==> src/seg_lcd_defs.vh <==
// Register map, field layout and timing codes of the segment display timing block
`ifndef SEG_LCD_DEFS_VH
`define SEG_LCD_DEFS_VH

`define REG_IDX_CTRL 8'h4E
`define REG_IDX_CLK 8'h4F
`define REG_IDX_STAT 8'h50
`define REG_IDX_DATA_FIRST 8'h52
`define REG_IDX_DATA_LAST 8'h5F
`define DATA_REG_COUNT 14

`define CTRL_EN 7
`define CTRL_QC 6
`define CTRL_WK 5
`define CTRL_CON_HI 3
`define CTRL_CON_LO 0
`define CTRL_RESET 8'h00
`define CTRL_MASK 8'hEF

`define CLK_QCL_HI 6
`define CLK_QCL_LO 5
`define CLK_DUTY_HI 4
`define CLK_DUTY_LO 3
`define CLK_SEL_HI 2
`define CLK_SEL_LO 0
`define CLK_RESET 8'h00
`define CLK_MASK 8'h7F

`define DUTY_STATIC 2'h0
`define DUTY_THIRD 2'h1
`define DUTY_QUARTER 2'h2
`define DUTY_RSVD 2'h3
`define QCL_RSVD 2'h3
`define SEL_RSVD 3'h7

`define PHASE_LAST_STATIC 2'h0
`define PHASE_LAST_THIRD 2'h2
`define PHASE_LAST_QUARTER 2'h3
`define SHARED_BP_PHASE 2'h3

`define QC_SHIFT_BASE 5'h05
`define ONE_HALF_SHIFT 5'h01

`endif

==> src/plane_divider.v <==
// Base clock divider and fast charge pulse timer
`timescale 1ns/100ps
`include "seg_lcd_defs.vh"

module plane_divider
(
  input wire clk_i,
  input wire rst_i,
  input wire run_i,
  input wire xtal_tick_i,
  input wire [2:0] ratio_sel_i,
  input wire [1:0] charge_len_i,
  output wire half_end_o,
  output wire period_end_o,
  output wire base_clk_o,
  output wire charge_pulse_o
);

  reg [15:0] cnt_q;
  reg base_q;
  wire [4:0] shift;
  wire [15:0] half_last;
  wire [15:0] charge_ticks;

  // Log2 of the divide ratio
  function [4:0] ratio_shift;
    input [2:0] sel;
    begin
      case (sel)
        3'h0: ratio_shift = 5'h07;
        3'h1: ratio_shift = 5'h08;
        3'h2: ratio_shift = 5'h09;
        3'h3: ratio_shift = 5'h0A;
        3'h4: ratio_shift = 5'h0E;
        3'h5: ratio_shift = 5'h0F;
        default: ratio_shift = 5'h10;
      endcase
    end
  endfunction

  assign shift = ratio_shift(ratio_sel_i);
  assign half_last = (16'h0001 << (shift - `ONE_HALF_SHIFT)) - 16'h0001;
  assign charge_ticks = 16'h0001 << (shift - `QC_SHIFT_BASE - {3'h0, charge_len_i});
  assign half_end_o = run_i & xtal_tick_i & (cnt_q == half_last);
  assign period_end_o = half_end_o & base_q;
  assign base_clk_o = base_q;
  assign charge_pulse_o = run_i & (cnt_q < charge_ticks);

  always @(posedge clk_i)
  begin
    if (rst_i || !run_i)
    begin
      cnt_q <= 16'h0000;
      base_q <= 1'b0;
    end
    else if (xtal_tick_i)
    begin
      if (cnt_q == half_last)
      begin
        cnt_q <= 16'h0000;
        base_q <= ~base_q;
      end
      else
      begin
        cnt_q <= cnt_q + 16'h0001;
      end
    end
  end

endmodule

==> src/seg_lcd_timing.v <==
// Segment display control and timing: Wishbone registers, duty sequencing, ladder control
//
// Our own choice: register access over Wishbone.
`timescale 1ns/100ps
`include "seg_lcd_defs.vh"

module seg_lcd_timing
(
  input wire clk_i,
  input wire rst_i,
  input wire cyc_i,
  input wire stb_i,
  input wire we_i,
  input wire [31:0] adr_i,
  input wire [3:0] sel_i,
  input wire [31:0] dat_i,
  output wire [31:0] dat_o,
  output wire ack_o,
  input wire crystal_ref_clock,
  output wire [2:0] backplane_out_o,
  output wire [26:1] frontplane_out_o,
  output wire shared_plane_pin_o,
  output wire shared_pin_is_backplane_o,
  output wire plane_polarity_o,
  output wire segment_base_clock_o,
  output wire ladder_weak_o,
  output wire ladder_fast_o,
  output wire [3:0] contrast_code_o,
  output wire [8:0] bias_tenths_o
);

  reg [7:0] ctrl_q;
  reg [7:0] clk_cfg_q;
  reg [7:0] seg_data_q [0:`DATA_REG_COUNT-1];
  reg ack_q;
  reg [7:0] rdata_q;
  reg xtal_s1_q;
  reg xtal_s2_q;
  reg xtal_s3_q;
  reg run_q;
  reg [1:0] duty_act_q;
  reg [2:0] sel_act_q;
  reg [1:0] phase_q;
  reg [2:0] bp_q;
  reg [26:1] fp_q;
  reg shared_q;
  reg shared_bp_q;
  reg polarity_q;
  reg base_q;
  reg weak_q;
  reg fast_q;
  reg [3:0] contrast_q;
  reg [8:0] bias_q;

  wire [7:0] idx;
  wire req;
  wire wr;
  wire is_data;
  wire [3:0] data_slot;
  wire xtal_tick;
  wire run_d;
  wire half_end;
  wire period_end;
  wire base_clk;
  wire charge_pulse;
  wire frame_end;
  wire [1:0] phase_last;
  wire ladder_weak_d;
  wire ladder_fast_d;
  integer f;

  // Last backplane phase of a frame for a duty code
  function [1:0] last_phase;
    input [1:0] duty;
    begin
      case (duty)
        `DUTY_THIRD: last_phase = `PHASE_LAST_THIRD;
        `DUTY_QUARTER: last_phase = `PHASE_LAST_QUARTER;
        default: last_phase = `PHASE_LAST_STATIC;
      endcase
    end
  endfunction

  // Bias level in tenths of a percent of supply
  function [8:0] bias_of;
    input [3:0] code;
    begin
      case (code)
        4'h0: bias_of = 9'h006;
        4'h1: bias_of = 9'h01D;
        4'h2: bias_of = 9'h034;
        4'h3: bias_of = 9'h04A;
        4'h4: bias_of = 9'h060;
        4'h5: bias_of = 9'h074;
        4'h6: bias_of = 9'h087;
        4'h7: bias_of = 9'h099;
        4'h8: bias_of = 9'h0AC;
        4'h9: bias_of = 9'h0BC;
        4'hA: bias_of = 9'h0CD;
        4'hB: bias_of = 9'h0DC;
        4'hC: bias_of = 9'h0EC;
        4'hD: bias_of = 9'h0FA;
        4'hE: bias_of = 9'h108;
        default: bias_of = 9'h115;
      endcase
    end
  endfunction

  // Segment bit for frontplane f and backplane b
  function seg_bit;
    input [7:0] data;
    input fp_odd;
    input [1:0] bp;
    begin
      seg_bit = data[{fp_odd, bp}];
    end
  endfunction

  assign idx = adr_i[9:2];
  assign req = cyc_i & stb_i & ~ack_q;
  assign wr = req & we_i & sel_i[0];
  assign is_data = (idx >= `REG_IDX_DATA_FIRST) && (idx <= `REG_IDX_DATA_LAST);
  assign data_slot = idx[3:0] - 4'h2;

  // Wishbone slave: one wait state, unmapped reads zero
  always @(posedge clk_i)
  begin
    if (rst_i)
    begin
      ack_q <= 1'b0;
      rdata_q <= 8'h00;
    end
    else
    begin
      ack_q <= req;
      if (req)
      begin
        if (idx == `REG_IDX_CTRL)
          rdata_q <= ctrl_q;
        else if (idx == `REG_IDX_CLK)
          rdata_q <= clk_cfg_q;
        else if (idx == `REG_IDX_STAT)
          rdata_q <= {2'h0, phase_q, sel_act_q[0], duty_act_q, run_q};
        else if (is_data)
          rdata_q <= seg_data_q[data_slot];
        else
          rdata_q <= 8'h00;
      end
    end
  end

  assign dat_o = {24'h000000, rdata_q};
  assign ack_o = ack_q;

  always @(posedge clk_i)
  begin
    if (rst_i)
    begin
      ctrl_q <= `CTRL_RESET;
      clk_cfg_q <= `CLK_RESET;
    end
    else if (wr)
    begin
      if (idx == `REG_IDX_CTRL)
        ctrl_q <= dat_i[7:0] & `CTRL_MASK;
      if (idx == `REG_IDX_CLK)
        clk_cfg_q <= dat_i[7:0] & `CLK_MASK;
    end
  end

  // Data registers keep contents across reset
  always @(posedge clk_i)
  begin
    if (wr && is_data)
      seg_data_q[data_slot] <= dat_i[7:0];
  end

  always @(posedge clk_i)
  begin
    if (rst_i)
    begin
      xtal_s1_q <= 1'b0;
      xtal_s2_q <= 1'b0;
      xtal_s3_q <= 1'b0;
    end
    else
    begin
      xtal_s1_q <= crystal_ref_clock;
      xtal_s2_q <= xtal_s1_q;
      xtal_s3_q <= xtal_s2_q;
    end
  end

  assign xtal_tick = xtal_s2_q & ~xtal_s3_q;

  assign run_d = ctrl_q[`CTRL_EN]
    && (clk_cfg_q[`CLK_QCL_HI:`CLK_QCL_LO] != `QCL_RSVD)
    && (clk_cfg_q[`CLK_DUTY_HI:`CLK_DUTY_LO] != `DUTY_RSVD)
    && (clk_cfg_q[`CLK_SEL_HI:`CLK_SEL_LO] != `SEL_RSVD);

  plane_divider u_div
  (
    .clk_i(clk_i),
    .rst_i(rst_i),
    .run_i(run_q),
    .xtal_tick_i(xtal_tick),
    .ratio_sel_i(sel_act_q),
    .charge_len_i(clk_cfg_q[`CLK_QCL_HI:`CLK_QCL_LO]),
    .half_end_o(half_end),
    .period_end_o(period_end),
    .base_clk_o(base_clk),
    .charge_pulse_o(charge_pulse)
  );

  assign phase_last = last_phase(duty_act_q);
  // frame of one period per backplane
  assign frame_end = period_end && (phase_q == phase_last);

  always @(posedge clk_i)
  begin
    if (rst_i)
    begin
      run_q <= 1'b0;
      duty_act_q <= `DUTY_STATIC;
      sel_act_q <= 3'h0;
      phase_q <= 2'h0;
    end
    else
    begin
      run_q <= run_d;
      if (!run_q || frame_end)
      begin
        duty_act_q <= clk_cfg_q[`CLK_DUTY_HI:`CLK_DUTY_LO];
        sel_act_q <= clk_cfg_q[`CLK_SEL_HI:`CLK_SEL_LO];
        phase_q <= 2'h0;
      end
      else if (period_end)
      begin
        phase_q <= phase_q + 2'h1;
      end
    end
  end

  assign ladder_fast_d = ctrl_q[`CTRL_QC] & ctrl_q[`CTRL_WK] & charge_pulse;
  assign ladder_weak_d = ctrl_q[`CTRL_WK] & ~ladder_fast_d;

  always @(posedge clk_i)
  begin
    if (rst_i || !run_q)
    begin
      bp_q <= 3'h0;
      fp_q <= 26'h0000000;
      shared_q <= 1'b0;
      shared_bp_q <= 1'b0;
      polarity_q <= 1'b0;
      base_q <= 1'b0;
    end
    else
    begin
      base_q <= base_clk;
      polarity_q <= base_clk;
      bp_q <= 3'h1 << phase_q;
      for (f = 1; f <= 26; f = f + 1)
        fp_q[f] <= seg_bit(seg_data_q[f / 2], f[0], phase_q);
      shared_bp_q <= (duty_act_q == `DUTY_QUARTER);
      if (duty_act_q == `DUTY_QUARTER)
        shared_q <= (phase_q == `SHARED_BP_PHASE);
      else
        shared_q <= seg_bit(seg_data_q[0], 1'b0, phase_q);
    end
  end

  always @(posedge clk_i)
  begin
    if (rst_i)
    begin
      weak_q <= 1'b0;
      fast_q <= 1'b0;
      contrast_q <= 4'h0;
      bias_q <= 9'h006;
    end
    else
    begin
      weak_q <= ladder_weak_d;
      fast_q <= ladder_fast_d;
      contrast_q <= ctrl_q[`CTRL_CON_HI:`CTRL_CON_LO];
      bias_q <= bias_of(ctrl_q[`CTRL_CON_HI:`CTRL_CON_LO]);
    end
  end

  assign backplane_out_o = bp_q;
  assign frontplane_out_o = fp_q;
  assign shared_plane_pin_o = shared_q;
  assign shared_pin_is_backplane_o = shared_bp_q;
  assign plane_polarity_o = polarity_q;
  assign segment_base_clock_o = base_q;
  assign ladder_weak_o = weak_q;
  assign ladder_fast_o = fast_q;
  assign contrast_code_o = contrast_q;
  assign bias_tenths_o = bias_q;

endmodule

==> config.mk <==
export PLATFORM = sky130hd
export DESIGN_NAME = seg_lcd_timing
export DESIGN_NICKNAME = d
export VERILOG_FILES = /design/src/plane_divider.v /design/src/seg_lcd_timing.v
export VERILOG_INCLUDE_DIRS = /design/src
export SDC_FILE = /design/constraint.sdc
export NUM_CORES = 1
export LEC_CHECK = 0
export ABC_CLOCK_PERIOD_IN_PS = 8000
export BUFFER_PORTS_ARGS = -buffer_cell sky130_fd_sc_hd__buf_2
export CAP_MARGIN = 20
export CORE_UTILIZATION = 50
export DETAILED_ROUTE_END_ITERATION = 16
export MAX_ROUTING_LAYER = met4
export PLACE_DENSITY = 0.76
export SYNTH_ARGS = -nofsm -noshare
export SYNTH_HDL_FRONTEND = slang
export SYNTH_HIERARCHICAL = 1
export SYNTH_SLANG_ARGS = --single-unit
==> constraint.sdc <==
create_clock -name clk_i -period 8 [get_ports clk_i]
set_clock_uncertainty 0.05 [all_clocks]
set_input_delay 1.6 -clock clk_i [delete_from_list [all_inputs] [get_ports clk_i]]
set_output_delay 1.6 -clock clk_i [all_outputs]
set_load 0.01 [all_outputs]
==> flow_results.org <==
** Setup path
- The worst register-to-register path ends at ladder_fast_o$_SDFF_PP0_.
- Worst setup path end :: seg_data_q[10][5]$_DFFE_PP_
- Worst reg-to-reg path cell count :: 18
- Critical Path RT :: 8.11 ns
- Across all register-to-register paths, the minimum setup slack is 3.61 ns.
- The worst setup path is launched from a primary input.
- Launch point of the worst reg-to-reg path :: sel_act_q[2]$_SDFFE_PP0P_
- The critical path starts at adr_i[3].
- The worst setup path is of the in -> reg kind.
- For the worst setup path, the data arrival time is 4.54 ns.
- STA classifies the critical path endpoint as a register.
- Maximum fanout along the worst path :: 36

** Timing
- Sum Neg Setup Slack :: 0 ns
- The count of endpoints failing hold in the final timing report came to 0.
- The final max-slew violation count was 0.
- In the finished design, the share of the clock period the worst path needs comes to 55.3%.
- Setup violations remaining at the end of the flow were counted as 0.
- The worst pin sits at a relative slew slack of 37.8%.
- Setup repair after global routing left no endpoint under its margin.
- Fmax :: 226 MHz
- For the pin with the worst max-slew slack, the measured transition is 0.932 ns.
- After layout, the minimum clock period comes to 4.43 ns.

** Global routing
- Global routing met1 resource utilization :: 29.2%
- Global Route met3 Usage :: 3.64%
- For this run the aggregate overflow at the end of global routing stands at 0.
- Global routing consumed, on the met2 layer, 34.9% of the routing resources.
- Antenna violations before repair :: 0
- Entering global routing, the biggest net connects 48 pins.
- Vias in the first global route :: 6443
- The global routing stage identified its most utilized layer as met2.
- First-pass GRT wire length :: 35.6 mm
- Total Routing Usage GR :: 22.3%

** Run status
- Status :: finished clean

** Clocking
- For the worst-skew pair, the clock arrives at the later sink with an insertion delay of 0.53 ns.
- In this run, post-CTS hold repair placed 0 buffers.
- In this run, CTS created clock tree buffers numbering 24.
- After clock tree synthesis, the repair step resized 0 gates.
- In this run the number of H-tree levels came out at 1.
- Clock buffer depth :: 3
- Post-CTS timing repair inserted 0 buffers for setup.
- Counting every sink on the clock net gives 226.
- CTS tree :: built
- In this run the clock root is driven by a sky130_fd_sc_hd__clkbuf_16.
- After clock tree synthesis, the clock-pin slew on the worst setup and hold paths is 0.06 ns.

** Placement
- The count of buffers added on input and output ports is 79.
- After legalization and detailed placement, the total HPWL measured 14.9 mm.
- RD Place Congestion :: 0.847

** Die
- Die area :: 21300 um^2
- Initial Util :: 51.0%
- In this run the count of I/O pins placed on the die edge is 155.
- The floorplan step set the die height to 146 um.
- The core region is 20300 um^2.
- Die W :: 146 um
- Row count :: 52

** Synthesis
- Post-Syn Area per Cell :: 12.9 um^2
- Synth warn :: 6
- Synthesized area :: 10400 um^2
- Number of instances in the synthesized netlist :: 801

** Finish
- Area growth from synthesis to layout :: 12.3%
- In the layout the commonest cells are 128 x sky130_fd_sc_hd__edfxtp_1, 97 x sky130_fd_sc_hd__dfxtp_1, 85 x sky130_fd_sc_hd__nor2_1.
- Cells fill 57.3% of the core in the end.
- # diodes :: 0
- The post-route netlist has 22.0% of its cells at a drive strength greater than 1.
- Counting the fill cells in the layout gives 1649.
- In the final design database the tool counted 977 nets.
- Leaving out fill and tap cells, the most frequent cell in the layout is sky130_fd_sc_hd__edfxtp_1.

** Hold path
- The startpoint identified for the worst hold timing path is xtal_s1_q$_SDFF_PP0_.
- The tightest min-delay check is of the reg -> reg type.

** Drt
- After detailed routing, the number of vias per cell comes to 5.69.
- Summing over every cut layer, the via total after detailed routing is 6606.
- DRT Pass-1 Iters :: 7
- DRC violations left :: 0
- The count of nets left with antenna violations once routing finished came out at 0.
- After detailed routing, the average wire length per cell comes to 19.5 um.
- Total wire length :: 22.6 mm
- For this block, the initial DRC count from the detailed router was 500.

** Power and ir drop
- Pleak :: 4.14 nW
- Dividing total power by cell area gives a power density of 208 nW/um^2.
- The worst-case IR drop observed on VDD is 0.000181 V.

** Run
- Max capacitance violation total :: 0
[registers in the layout, indices dropped and copies added (netlist names), 3 cells and up]
signal,cells
seg_data_q,128
bias_tenths_o,9
contrast_code_o,4
clk_cfg_q,7
u_div/cnt_q,16
backplane_out_o,3
frontplane_out_o,26
ctrl_q,7
sel_act_q,3
rdata_q,8
[area by class of cell]
type / instances / area, um^2 / area share [%]
Sequential cell: 226 / 5810 / 49.9
Multi-Input combinational cell: 517 / 4210 / 36.2
Clock buffer: 32 / 671 / 5.76
Timing Repair Buffer: 84 / 433 / 3.72
Tap cell: 270 / 338 / 2.90
Clock inverter: 12 / 110 / 0.946
Inverter: 19 / 71.3 / 0.613
[worst min-delay path by stage]
stage / to / slack [ns] / cells past startpoint
after floorplan: xtal_s2_q$_SDFF_PP0_ / 0.36 / 1
after global placement: xtal_s2_q$_SDFF_PP0_ / 0.37 / 1
after detailed placement: xtal_s2_q$_SDFF_PP0_ / 0.38 / 1
after CTS: xtal_s2_q$_SDFF_PP0_ / 0.39 / 1
after global routing: xtal_s2_q$_SDFF_PP0_ / 0.41 / 1
final: xtal_s2_q$_SDFF_PP0_ / 0.38 / 1
[worst max-delay path, stage by stage]
cell and delay [ns]:
sky130_fd_sc_hd__buf_2 0.68, sky130_fd_sc_hd__inv_1 0.23, sky130_fd_sc_hd__ha_1 0.31, sky130_fd_sc_hd__xor2_2 0.74, sky130_fd_sc_hd__nand3_1 0.27, sky130_fd_sc_hd__nor2_1 0.68
[per-layer routing]
metal	vias up	part of all wire, %
li1	3071	-
met1	3239	42
met2	242	48
met3	54	6.6
met4	0	3.2
met5	-	0
[stage by stage]
step	hold slack, ns	setup WS, ns	instance area, um^2	cells	power (mW)
3_5_place_dp	0.377	3.04	10900	1116	1.36
3_3_place_gp	0.368	3.14	10900	1116	1.35
5_1_grt	0.408	3.07	11600	1160	2.49
6_report	0.383	3.57	11600	1160	2.42
4_1_cts	0.391	3.57	11600	1160	2.44
2_1_floorplan	0.364	4.13	10400	824	1.33
[power breakdown]
group | leakage (nW) | internal (mW) | total [mW] | switching, mW
sequential | 1.94 | 1.23 | 1.23 | 0.00215
combinational | 1.82 | 0.0330 | 0.102 | 0.0687
clock | 0.382 | 0.626 | 1.08 | 0.459
total | 4.14 | 1.89 | 2.42 | 0.530
No activity file was read; power rests on OpenSTA's default activity.
